[src/tmrc_defines.svh]
// register indices, field positions, reset values and codes of the timer
// assumes the plain register port of the timer top module
`ifndef TMRC_DEFINES_SVH
`define TMRC_DEFINES_SVH

`define TMRC_ADDR_W 3
`define TMRC_ADDR_CONTROL 3'h0
`define TMRC_ADDR_COUNT_LOW 3'h1
`define TMRC_ADDR_COUNT_HIGH 3'h2
`define TMRC_ADDR_FLAGS 3'h3
`define TMRC_ADDR_FLAG_CLEAR 3'h4
`define TMRC_ADDR_ENABLES 3'h5

`define TMRC_BIT_WIDE_ACCESS 7
`define TMRC_BIT_TB_SEL_HI 6
`define TMRC_BIT_PRESCALE_HI 5
`define TMRC_BIT_PRESCALE_LO 4
`define TMRC_BIT_TB_SEL_LO 3
`define TMRC_BIT_SYNC_DISABLE 2
`define TMRC_BIT_CLOCK_SOURCE 1
`define TMRC_BIT_RUN_ENABLE 0
`define TMRC_BIT_OVERFLOW 1

`define TMRC_CONTROL_RESET 8'h00
`define TMRC_COUNT_RESET 16'h0000
`define TMRC_COUNT_MAX 16'hFFFF
`define TMRC_SPECIAL_EVENT_MODE 4'hB
`define TMRC_PRESCALE_FULL 3'h7

`endif

[src/tmrc_pkg.sv]
// types of the timer design, not imported by its bench
// constants live in tmrc_defines.svh
package tmrc_pkg;

	// whole state of the timer, registered as one word
	typedef struct packed {
		logic [7:0] control;
		logic [15:0] count;
		logic [7:0] high_buffer;
		logic [2:0] prescale;
		logic armed;
		logic src_last;
		logic [3:0] sync_first;
		logic [3:0] sync_second;
		logic delay_first;
		logic delay_second;
		logic overflow_flag;
		logic overflow_irq_enable;
		logic irq;
		logic [7:0] rdata;
		logic convert_start;
		logic tb_enhanced;
		logic tb_standard;
		logic [1:0] pin_dir;
		logic [1:0] pin_read;
	} tmrc_state_t;

endpackage : tmrc_pkg

[src/tmrc_timer.sv]
// sixteen-bit timer/counter with prescaler, wide access and overflow irq
// assumes strobes and compare inputs on CORE_CLK, pins and oscillator async
//
// The implementer's own choices: the plain strobed port and the register offsets.
`timescale 1ns/10ps
`include "tmrc_defines.svh"

// Notes on behaviour
// - control bit 7 selects coherent sixteen-bit access
// - two select bits route time base to compare modules
// - prescale bits 5-4 divide by 1, 2, 4, 8
// - sync-disable bit set chooses unsynchronised external counting
// - source bit: instruction cycle or external rising edge
// - run bit 0 gates counting, value held
// - wide mode: low read latches high into buffer
// - wide mode: high write buffered, applied with low
// - low byte write clears prescaler; high does not
// - oscillator enabled forces pins input, reads zero
// - counts up, wraps, sticky overflow flag
// - overflow irq only while enable bit 1 set
// - special-event compare match zeroes count except in unsynchronised external mode, starts conversion if converter enabled
// - software count write beats special-event reset
// - special-event reset never raises overflow flag
module tmrc_timer (
	input wire logic CORE_CLK, // instruction clock
	input wire logic RSTN, // async reset, active low
	input wire logic CE, // clock enable, freezes everything when low
	input wire logic [`TMRC_ADDR_W-1:0] ADDR, // register index
	input wire logic [7:0] WDATA, // write data
	input wire logic WR, // write strobe
	input wire logic RD, // read strobe
	output logic [7:0] RDATA, // read data, cycle after read strobe
	output logic IRQ, // level interrupt
	input wire logic EXTERNAL_COUNT_PIN, // async external clock pin
	input wire logic SHARED_OSC_CLK, // async shared oscillator output
	input wire logic SHARED_OSCILLATOR_ENABLE, // from other timer control
	input wire logic [3:0] COMPARE_MODE, // second compare module mode
	input wire logic COMPARE_MATCH, // compare match pulse
	input wire logic CONVERTER_ENABLE, // converter is enabled
	output logic CONVERT_START, // one-cycle conversion start
	output logic TB_ENHANCED_SEL, // high: this timer feeds enhanced module
	output logic TB_STANDARD_SEL, // high: this timer feeds standard module
	input wire logic [1:0] PORT_DIRECTION_BITS, // port direction, 1 is input
	input wire logic [1:0] PORT_PIN_LEVEL, // async levels of the two pins
	output logic [1:0] PIN_DIRECTION, // effective direction, 1 is input
	output logic [1:0] PIN_READ, // value software reads from the pins
	output logic [15:0] COUNT_VALUE // live count for compare modules
);
	import tmrc_pkg::*;

	// all state lives in one register word
	tmrc_state_t s;
	tmrc_state_t next_s;

	logic wide;
	logic [1:0] prescale_sel;
	logic sync_disable;
	logic clock_source;
	logic run;
	logic [2:0] prescale_mask;
	logic src_level;
	logic src_rise;
	logic src_fall;
	logic pre_in;
	logic pre_tick;
	logic inc;
	logic special_hit;
	logic special_reset;
	logic wr_low;
	logic wr_high;
	logic rd_low;
	logic count_written;
	logic count_at_max;
	logic overflow_set;
	logic special_mode;
	logic sel_control;
	logic sel_count_low;
	logic sel_count_high;
	logic sel_flags;
	logic sel_flag_clear;
	logic sel_enables;
	logic [7:0] next_control;
	logic [7:0] read_word;
	logic [1:0] pin_dir_eff;
	logic [1:0] pin_read_eff;

	assign wide = s.control[`TMRC_BIT_WIDE_ACCESS];
	assign prescale_sel = {s.control[`TMRC_BIT_PRESCALE_HI], s.control[`TMRC_BIT_PRESCALE_LO]};
	assign sync_disable = s.control[`TMRC_BIT_SYNC_DISABLE];
	assign clock_source = s.control[`TMRC_BIT_CLOCK_SOURCE];
	assign run = s.control[`TMRC_BIT_RUN_ENABLE];

	// one mask bit per prescale stage in use
	always_comb
	begin
		case (prescale_sel)
			2'h3: prescale_mask = 3'h7;
			2'h2: prescale_mask = 3'h3;
			2'h1: prescale_mask = 3'h1;
			default: prescale_mask = 3'h0;
		endcase
	end

	// one select per register index; unmapped indices select nothing
	always_comb
	begin
		sel_control = 1'b0;
		sel_count_low = 1'b0;
		sel_count_high = 1'b0;
		sel_flags = 1'b0;
		sel_flag_clear = 1'b0;
		sel_enables = 1'b0;
		if (ADDR == `TMRC_ADDR_CONTROL)
		begin
			sel_control = 1'b1;
		end
		else if (ADDR == `TMRC_ADDR_COUNT_LOW)
		begin
			sel_count_low = 1'b1;
		end
		else if (ADDR == `TMRC_ADDR_COUNT_HIGH)
		begin
			sel_count_high = 1'b1;
		end
		else if (ADDR == `TMRC_ADDR_FLAGS)
		begin
			sel_flags = 1'b1;
		end
		else if (ADDR == `TMRC_ADDR_FLAG_CLEAR)
		begin
			sel_flag_clear = 1'b1;
		end
		else if (ADDR == `TMRC_ADDR_ENABLES)
		begin
			sel_enables = 1'b1;
		end
	end

	assign wr_low = WR && sel_count_low;
	assign wr_high = WR && sel_count_high;
	assign rd_low = RD && sel_count_low;
	// a high write in wide mode only touches the buffer
	assign count_written = wr_low || (wr_high && !wide);

	// source chosen only after both inputs are synchronised
	assign src_level = SHARED_OSCILLATOR_ENABLE ? s.sync_second[1] : s.sync_second[0];
	// reset leaves src_last low, so the first rise comes unarmed and is not counted
	assign src_rise = src_level && !s.src_last;
	assign src_fall = !src_level && s.src_last;

	// internal source feeds every instruction cycle, external only armed rises
	assign pre_in = run && (clock_source ? (s.armed && src_rise) : 1'b1);
	assign pre_tick = pre_in && ((s.prescale | ~prescale_mask) == `TMRC_PRESCALE_FULL);

	// synchronised mode adds the two-stage chain; unsynchronised counts at once
	always_comb
	begin
		if (clock_source && !sync_disable)
		begin
			inc = s.delay_second && run;
		end
		else
		begin
			inc = pre_tick;
		end
	end

	assign special_mode = (COMPARE_MODE == `TMRC_SPECIAL_EVENT_MODE);
	assign special_hit = COMPARE_MATCH && special_mode;
	// unsynchronised counting cannot take the reset reliably, so it is dropped
	assign special_reset = special_hit && !(clock_source && sync_disable);

	// natural wrap only: writes and the special event both pre-empt the step
	assign count_at_max = (s.count == `TMRC_COUNT_MAX);
	assign overflow_set = inc && !count_written && !special_reset && count_at_max;

	// control after this edge, so the routing outputs need no extra lag
	always_comb
	begin
		next_control = s.control;
		if (WR && sel_control)
		begin
			next_control = WDATA;
		end
	end

	// read multiplexer; live high byte hidden behind the buffer in wide mode
	always_comb
	begin
		read_word = 8'h00;
		if (sel_control)
		begin
			read_word = s.control;
		end
		else if (sel_count_low)
		begin
			read_word = s.count[7:0];
		end
		else if (sel_count_high)
		begin
			read_word = wide ? s.high_buffer : s.count[15:8];
		end
		else if (sel_flags)
		begin
			read_word[`TMRC_BIT_OVERFLOW] = s.overflow_flag;
		end
		else if (sel_enables)
		begin
			read_word[`TMRC_BIT_OVERFLOW] = s.overflow_irq_enable;
		end
	end

	// each pin turns input and reads low while the oscillator owns it
	for (genvar p = 0; p < 2; p++)
	begin : g_pin
		assign pin_dir_eff[p] = SHARED_OSCILLATOR_ENABLE || PORT_DIRECTION_BITS[p];
		assign pin_read_eff[p] = !SHARED_OSCILLATOR_ENABLE && s.sync_second[p + 2];
	end

	always_comb
	begin
		next_s = s;
		next_s.rdata = 8'h00;
		next_s.convert_start = 1'b0;

		// pin synchronisers, first stage read only by the second
		next_s.sync_first = {PORT_PIN_LEVEL, SHARED_OSC_CLK, EXTERNAL_COUNT_PIN};
		next_s.sync_second = s.sync_first;
		next_s.src_last = src_level;

		// arm on the first falling edge after the external source is chosen
		if (!clock_source)
		begin
			next_s.armed = 1'b0;
		end
		else if (src_fall)
		begin
			next_s.armed = 1'b1;
		end

		// delay chain only runs in synchronised external mode
		next_s.delay_first = clock_source && !sync_disable && pre_tick;
		next_s.delay_second = s.delay_first;

		// prescaler
		if (pre_tick)
		begin
			next_s.prescale = 3'h0;
		end
		else if (pre_in)
		begin
			next_s.prescale = s.prescale + 3'h1;
		end

		// count: software write, then special event, then increment
		if (count_written)
		begin
			if (wr_low)
			begin
				next_s.count[7:0] = WDATA;
				next_s.prescale = 3'h0;
				if (wide)
				begin
					next_s.count[15:8] = s.high_buffer;
				end
			end
			else
			begin
				next_s.count[15:8] = WDATA;
			end
		end
		else if (special_reset)
		begin
			// no overflow flag on this path
			next_s.count = `TMRC_COUNT_RESET;
			next_s.prescale = 3'h0;
			next_s.delay_first = 1'b0;
			next_s.delay_second = 1'b0;
		end
		else if (inc)
		begin
			next_s.count = s.count + 16'h0001;
			if (count_at_max)
			begin
				next_s.overflow_flag = 1'b1;
			end
		end

		if (special_hit && CONVERTER_ENABLE)
		begin
			next_s.convert_start = 1'b1;
		end

		// register writes; flags and unmapped indices ignore writes
		if (WR)
		begin
			if (sel_control)
			begin
				next_s.control = next_control;
			end
			else if (sel_count_high)
			begin
				if (wide)
				begin
					next_s.high_buffer = WDATA;
				end
			end
			else if (sel_flag_clear)
			begin
				// an overflow in the same cycle keeps the flag set
				if (WDATA[`TMRC_BIT_OVERFLOW] && !overflow_set)
				begin
					next_s.overflow_flag = 1'b0;
				end
			end
			else if (sel_enables)
			begin
				next_s.overflow_irq_enable = WDATA[`TMRC_BIT_OVERFLOW];
			end
		end

		// register reads, data stand one cycle
		if (RD)
		begin
			next_s.rdata = read_word;
		end
		if (rd_low && wide)
		begin
			// latch high with the low read so the pair cannot tear on rollover
			next_s.high_buffer = s.count[15:8];
		end

		// irq from the next flag so the pin tracks the flag without lag
		next_s.irq = next_s.overflow_flag && next_s.overflow_irq_enable;

		// code 1x both, 01 enhanced only, 00 neither
		next_s.tb_enhanced = next_control[`TMRC_BIT_TB_SEL_HI]
			|| next_control[`TMRC_BIT_TB_SEL_LO];
		next_s.tb_standard = next_control[`TMRC_BIT_TB_SEL_HI];

		next_s.pin_dir = pin_dir_eff;
		next_s.pin_read = pin_read_eff;
	end

	// whole state moves together; CE low freezes syncs and read data as well

	always_ff @(posedge CORE_CLK or negedge RSTN)
	begin
		if (!RSTN)
		begin
			s <= '0;
			s.control <= `TMRC_CONTROL_RESET;
			s.count <= `TMRC_COUNT_RESET;
		end
		else if (CE)
		begin
			s <= next_s;
		end
	end

	// every output is a field of the state register
	assign RDATA = s.rdata;
	assign IRQ = s.irq;
	assign CONVERT_START = s.convert_start;
	assign TB_ENHANCED_SEL = s.tb_enhanced;
	assign TB_STANDARD_SEL = s.tb_standard;
	assign PIN_DIRECTION = s.pin_dir;
	assign PIN_READ = s.pin_read;
	assign COUNT_VALUE = s.count;

endmodule : tmrc_timer

[config.mk]
export PLATFORM = sky130hd
export DESIGN_NAME = tmrc_timer
export DESIGN_NICKNAME = d
export VERILOG_FILES = /design/src/tmrc_pkg.sv /design/src/tmrc_timer.sv
export VERILOG_INCLUDE_DIRS = /design/src /design/src/src
export SDC_FILE = /design/constraint.sdc
export NUM_CORES = 1
export LEC_CHECK = 0
export BUFFER_PORTS_ARGS = -buffer_cell sky130_fd_sc_hd__buf_2
export CORE_UTILIZATION = 60
export DETAILED_ROUTE_END_ITERATION = 8
export PLACE_DENSITY = 0.82
export SETUP_SLACK_MARGIN = 0.1
export SLEW_MARGIN = 20
export SYNTH_ARGS = -nofsm -noshare
export SYNTH_HDL_FRONTEND = slang
export SYNTH_SLANG_ARGS = --single-unit
[constraint.sdc]
create_clock -name CORE_CLK -period 5.2 [get_ports CORE_CLK]
set_input_delay 0.52 -clock CORE_CLK [delete_from_list [all_inputs] [get_ports CORE_CLK]]
set_output_delay 0.52 -clock CORE_CLK [all_outputs]
set_load 0.005 [all_outputs]
==> flow_metrics.tcl, run 1 <==
set metrics [dict create \
    setup_tns_ps 0 \
    avgSynthCellArea_sq_um 9.35 \
    ctsResizeCount 0 \
    r2r_slack_ps 2610 \
    die_x_um 82.5 \
    overflow 0 \
    status "completed" \
    grt_max_degree 66 \
    synth-seq-area-share 0.418 \
    slew_headroom 0.293 \
    dp_cells 503 \
    synth-seq-cells 65 \
    finalNonFillerCells 518 \
    setup_violations 0 \
    first_pass_iters 5 \
    worstPathArrival_ps 2830 \
    r2r-end "COUNT_VALUE[0]" \
    finClkSkew_ps 9.56 \
    ctsRootBufferMaster "clkbuf_8" \
    cts.sinks 65 \
    critPathLaunch "s[64]" \
    area.growth.synth_to_final_pct 8.53 \
    slowest_delay_ps 720 \
    numPortBuffers 60 \
    drt_iter0_markers 341 \
    critPathSlowestCell "dfrtp_1" \
    setup_ws_ps 2610 \
    num_rows 28 \
    io_pins 61 \
    crit_fanout 18 \
    ys_types 54 \
    pre_cts_slack_ps 2130 \
    yosys_warnings 0 \
    synthCells 416 \
    nets 470 \
    cp_cell_sequence "or3b_4 > a21oi_4 > nor2b_2 > o21ai_4 > nand2_2 > mux2_4" \
    numCtsBuffers 9 \
    fin_crit_sh 0.499 \
    cts_hold_buf 0 \
    drc 0 \
    rsz0062_at_grt "false" \
    antenna_found_initial 0 \
    max_cap_viol_count 0 \
    syn_area_sq_um 3890 \
    die_area_sq_um 6810 \
    post_cts_buffers 0 \
    synth_enable_flop_cells 0 \
    synthArstFlopShare 1.00 \
    dp_hpwl_um 6500 \
    critPathRequiredTime_ps 5440 \
    worst-setup-path-type "register to register" \
    cp-end-kind "register" \
    hold_path_class "input pin to asynchronous set/reset pin" \
    antenna_left 0 \
    synthFlopType "dfrtp_1" \
    fp.coreArea_sq_um 6100 \
    rr_worst_depth 6 \
    vias 3305 \
    min_period_ps 2590 \
    finalHoldViolations 0 \
    drt-total-wl_um 9430 \
    worst_pin_slew_ps 1050 \
    cts-htree-levels 3 \
    clock.fmax_mhz 385 \
    drive_gt1_frac 0.255 \
    via_per_inst 6.38 \
    grt_usage 0.304 \
    timing.rr.start "s[64]" \
    die_y_um 82.5 \
    ir_drop_mv 0.243 \
    clock_latency_ps 350 \
    initial_core_util 0.638 \
    clkTransAtPathRegs_ps 70 \
    drv_slew 0 \
    start_kind "register" \
    synth_nets 447 \
    tritoncts "yes" \
    p_leak_nw 1.89 \
    post_drt_wl_per_cell_um 18.2 \
    place.gp.congestion 0.916 \
    clock_path_buffers 2 \
    grt_pass1_vias 2913 \
    endpoint "COUNT_VALUE[0]" \
    grt_pass1_wl_um 15000 \
    num_antenna_cells 0 \
    pwr_density_cell_nw_per_um2 415 \
]
==> cells by family (layout without fill, tap and decap cells) <==
group,count (synthesis),count (layout),share of synthesized area
buf+inv,72,99,0.105
simple gates,123,123,0.159
flops,65,65,0.418
compound gates,111,111,0.191
mux,43,43,0.120
fa+ha+maj,2,2,0.00643
==> worst max-delay path: cells and delay by family, from the launching register on <==
| kind | cells | cell delay, ps |
|---|---|---|
| flip-flops | 1 | 720 |
| AND/OR/NAND/NOR | 3 | 1040 |
| multiplexers | 1 | 310 |
| AO/OA/AOI/OAI | 2 | 400 |
==> worst min path at each step <==
stage                                   from       endpoint  slack (ps)  cells past startpoint
after detailed placement          next_s[23]          s[23]         490                      1
after global placement            next_s[23]          s[23]         480                      1
final                                   RSTN  CONVERT_START         330                      2
after CTS                               RSTN  CONVERT_START         370                      2
after global routing      EXTERNAL_COUNT_PIN     next_s[20]         380                      2
after floorplan                         RSTN  CONVERT_START         220                      0
==> routing by layer <==
layer	wire length, um	vias to the layer above	part of all wire	track usage
met5	0	-	0	0
met4	348	0	0.037	0.155
met2	4150	185	0.44	0.440
met1	4120	1562	0.44	0.428
li1	-	1524	-	-
met3	807	34	0.086	0.0648
==> final cells by class <==
type,count,area [sq um]
Multi-Input combinational cell,279,1860
Fill cell,487,1880
Inverter,22,82.6
Clock inverter,5,104
Sequential cell,65,1630
Clock buffer,10,138
Tap cell,75,93.8
Timing Repair Buffer,62,315
==> state kept, by name, indices dropped and copies added (netlist names) <==
name and flops:
RDATA 8, CONVERT_START 1, run 1, COUNT_VALUE 16, TB_STANDARD_SEL 1, IRQ 1
clock_source 1, prescale_sel 2, PIN_READ 2, TB_ENHANCED_SEL 1, next_s 4, PIN_DIRECTION 2
s 25
==> synth_stat cells, types with 2 or more instances <==
| library cell | number | area (sq um) |
|---|---|---|
| and3_1 | 2 | 12.5 |
| buf_1 | 4 | 15.0 |
| a211oi_1 | 2 | 15.0 |
| o31ai_1 | 2 | 15.0 |
| buf_4 | 30 | 225 |
| nand3b_1 | 4 | 30.0 |
| dfrtp_1 | 65 | 1630 |
| nor3_1 | 11 | 55.1 |
| o211ai_1 | 5 | 37.5 |
| buf_2 | 3 | 15.0 |
| mux2i_1 | 17 | 170 |
| o21ai_1 | 2 | 10.0 |
| nand4_1 | 4 | 25.0 |
| nand4b_1 | 2 | 17.5 |
| a221oi_1 | 4 | 35.0 |
| a21oi_1 | 27 | 135 |
| o311ai_0 | 2 | 17.5 |
| mux2_2 | 25 | 282 |
| a22o_1 | 3 | 26.3 |
| o22ai_1 | 4 | 25.0 |
| inv_1 | 22 | 82.6 |
| a22oi_1 | 7 | 52.6 |
| nor2b_1 | 6 | 37.5 |
| a31oi_1 | 6 | 37.5 |
| nand2b_1 | 5 | 31.3 |
| and3b_1 | 2 | 17.5 |
| buf_6 | 3 | 33.8 |
| o2bb2ai_1 | 16 | 140 |
| nor2_1 | 29 | 109 |
| o21ai_0 | 23 | 115 |
| nand2_1 | 35 | 131 |
| ha_1 | 2 | 25.0 |
| clkbuf_1 | 10 | 37.5 |
| nand3_1 | 12 | 60.1 |
==> through the flow <==
step                      hold WS [ps]  area, sq um  utilization  total power [W]
after floorplan                    224         3890            -          0.00110
after detailed placement           492         3970        0.651          0.00122
after global placement             480         3970        0.651          0.00120
after global routing               380         4220        0.692          0.00185
after CTS                          374         4210        0.691          0.00174
final                              327         4220        0.692          0.00175
==> placed cells by master (no fill, tap or decap), drive strengths merged, types with 5 or more instances in the layout <==
master	count
dfrtp	65
mux2	26
inv	22
o211ai	5
mux2i	17
clkbuf	10
nand3	12
nor3	12
o2bb2ai	16
nor2b	6
o21ai	26
a31oi	6
nand2b	5
buf	62
a21oi	28
a22oi	7
nand2	36
nor2	30
==> power by group <==
part / switching (W) / total, W / internal, W
registers: 0.000149 / 0.000773 / 0.000625
logic: 0.000236 / 0.000450 / 0.000214
clock network: 0.000200 / 0.000529 / 0.000329
Power figures use the tool's default switching activity.
==> run 2: changes to the inputs <==
--- a/config.mk
+++ b/config.mk
@@ -7,9 +7,9 @@
 export NUM_CORES = 1
 export LEC_CHECK = 0
 export BUFFER_PORTS_ARGS = -buffer_cell sky130_fd_sc_hd__buf_2
-export CORE_UTILIZATION = 60
+export CORE_UTILIZATION = 57
 export DETAILED_ROUTE_END_ITERATION = 8
-export PLACE_DENSITY = 0.82
+export PLACE_DENSITY = 0.78
 export SETUP_SLACK_MARGIN = 0.1
 export SLEW_MARGIN = 20
 export SYNTH_ARGS = -nofsm -noshare
==> constraint.sdc (replaced) <==
create_clock -name CORE_CLK -period 2.7 [get_ports CORE_CLK]
set_input_delay 0.27 -clock CORE_CLK [delete_from_list [all_inputs] [get_ports CORE_CLK]]
set_output_delay 0.27 -clock CORE_CLK [all_outputs]
set_load 0.005 [all_outputs]
==> run 2 against run 1 <==
  * The run now ends with design-rule violations left
  * Worst setup slack lost 2100 ps
  * Global-route usage shrank 1.2 points
  * Power grew 82%
  * Non-clock buffer count grew 8
  * Routed wire length grew 2.7%
  * Sequential power grew 90%
  * Clock power grew 54%
  * Clock skew shrank 1.1 ps
  * Sequential cell count is the same
  * Hold slack lost 220 ps
==> flow_metrics.tcl, run 2 (synthesis gave the netlist of run 1 again) <==
set metrics [dict create \
    status "finished with violations" \
    violations "design-rule violations" \
    met3_usage 0.0570 \
    clkPwrFrac 0.256 \
    first_pass_iters 9 \
    setup_tns_ps 0 \
    drt-total-wl_um 9680 \
    grt_pass1_wl_um 16100 \
    p_int_w 0.00208 \
    clock.fmax_mhz 448 \
    clock_path_buffers 2 \
    finalHoldViolations 0 \
    worst-setup-path-type "register to register" \
    fin_crit_sh 0.826 \
    pwr_density_cell_nw_per_um2 754 \
    ctsResizeCount 0 \
    grt_pass1_vias 3217 \
    die_area_sq_um 7160 \
    top_usage_layer "met2" \
    grtUsageMet1 0.392 \
    post_cts_buffers 0 \
    swShare 0.348 \
    combinationalPowerShare 0.282 \
    die_x_um 84.6 \
    hold_path_class "input pin to asynchronous set/reset pin" \
    mostFrequentLayoutCell "dfrtp_1" \
    finClkSkew_ps 8.49 \
    area.growth.synth_to_final_pct 8.66 \
    ctsRootBufferMaster "clkbuf_8" \
    rr_worst_depth 6 \
    crit_fanout 18 \
    numCtsBuffers 9 \
    setup_ws_ps 470 \
    num_rows 29 \
    num_antenna_cells 0 \
    via_per_inst 6.17 \
    tritoncts "yes" \
    pre_cts_slack_ps 72.7 \
    rsz0062_at_grt "false" \
    clkTransAtPathRegs_ps 70 \
    vias 3265 \
    worstPathArrival_ps 2460 \
    drv_slew 0 \
    timing.rr.start "s[21]" \
    fp.coreArea_sq_um 6460 \
    final.hold.worst_slack_ps 104 \
    initial_core_util 0.602 \
    die_y_um 84.6 \
    final_cell_mix "dfrtp_1 (65), buf_2 (60), nand2_1 (35)" \
    ir_drop_mv 0.417 \
    grt_max_degree 66 \
    p_sw_w 0.00111 \
    slew_headroom 0.459 \
    place.gp.congestion 0.953 \
    critPathLaunch "s[21]" \
    drive_gt1_frac 0.261 \
    cts.sinks 65 \
    seqPwrFrac 0.462 \
    use_met2 0.452 \
    largest_reg_flops 25 \
    setup_violations 0 \
    critPathRequiredTime_ps 2930 \
    max_cap_viol_count 0 \
    drt_iter0_markers 278 \
    p_leak_nw 1.91 \
    regMostFlops "s" \
    min_period_ps 2230 \
    cts-htree-levels 3 \
    numPortBuffers 60 \
    nets 478 \
    io_pins 61 \
    overflow 0 \
    grt_usage 0.291 \
    post_drt_wl_per_cell_um 18.3 \
    cts_hold_buf 0 \
    start_kind "register" \
    dp_hpwl_um 6910 \
    drc 3 \
    antenna_left 0 \
    total_power_w 0.00318 \
    worst_pin_slew_ps 812 \
    cp-end-kind "register" \
    clock_latency_ps 340 \
    antenna_found_initial 0 \
]
[run 2: cell types whose count changed in the layout (fill, tap and decap cells not counted)]
cell / delta
clkinv_4: -1
nor3b_2: -1
clkbuf_1: +3
clkinv_2: +1
nor3b_1: +1
buf_4: +8
bufinv_16: -2
[run 2: through the flow]
stage / cells / area, sq um / util
6_report: 529 / 4230 / 0.654
5_1_grt: 529 / 4230 / 0.654
4_1_cts: 529 / 4220 / 0.654
3_5_place_dp: 513 / 4030 / 0.625
3_3_place_gp: 513 / 4030 / 0.625
2_1_floorplan: 416 / 3890 / -
[run 2: path summary, 6_finish.rpt]
kind	slack [ps]	end
setup / recovery	470	COUNT_VALUE[0]
hold / removal	100	s[18]
setup reg to reg	470	COUNT_VALUE[0]
hold reg to reg	510	next_s[22]
max in group asynchronous	2060	s[35]
min in group CORE_CLK	160	next_s[21]
[run 2: critical path, stage by stage, from the launching register on]
cell and delay [ps]:
dfrtp_1 390, mux2i_1 360, o21ai_0 170, a31oi_1 450, o21ai_4 230, nand2_2 210
mux2_4 310
[run 2: final cells by class]
class,instances,area (sq um)
clock inverter,3,40.0
timing repair buffer,70,375
fill,541,2230
tap,77,96.3
multi-input combinational,279,1860
clock buffer,13,149
sequential,65,1630
inverter,22,82.6
[run 2: power groups by stage]
stage | clock network, W | logic (W) | registers, W
final | 0.000815 | 0.000899 | 0.00147
after detailed placement | 0 | 0.000891 | 0.00148
after global routing | 0.000860 | 0.000992 | 0.00150
after global placement | 0 | 0.000871 | 0.00147
after floorplan | 0 | 0.000730 | 0.00139
after CTS | 0.000830 | 0.000893 | 0.00146
[run 2: per-layer routing]
metal | wire (um) | share of wire
met1 | 4210 | 0.44
met2 | 4360 | 0.45
met3 | 796 | 0.082
met4 | 307 | 0.032
met5 | 0 | 0
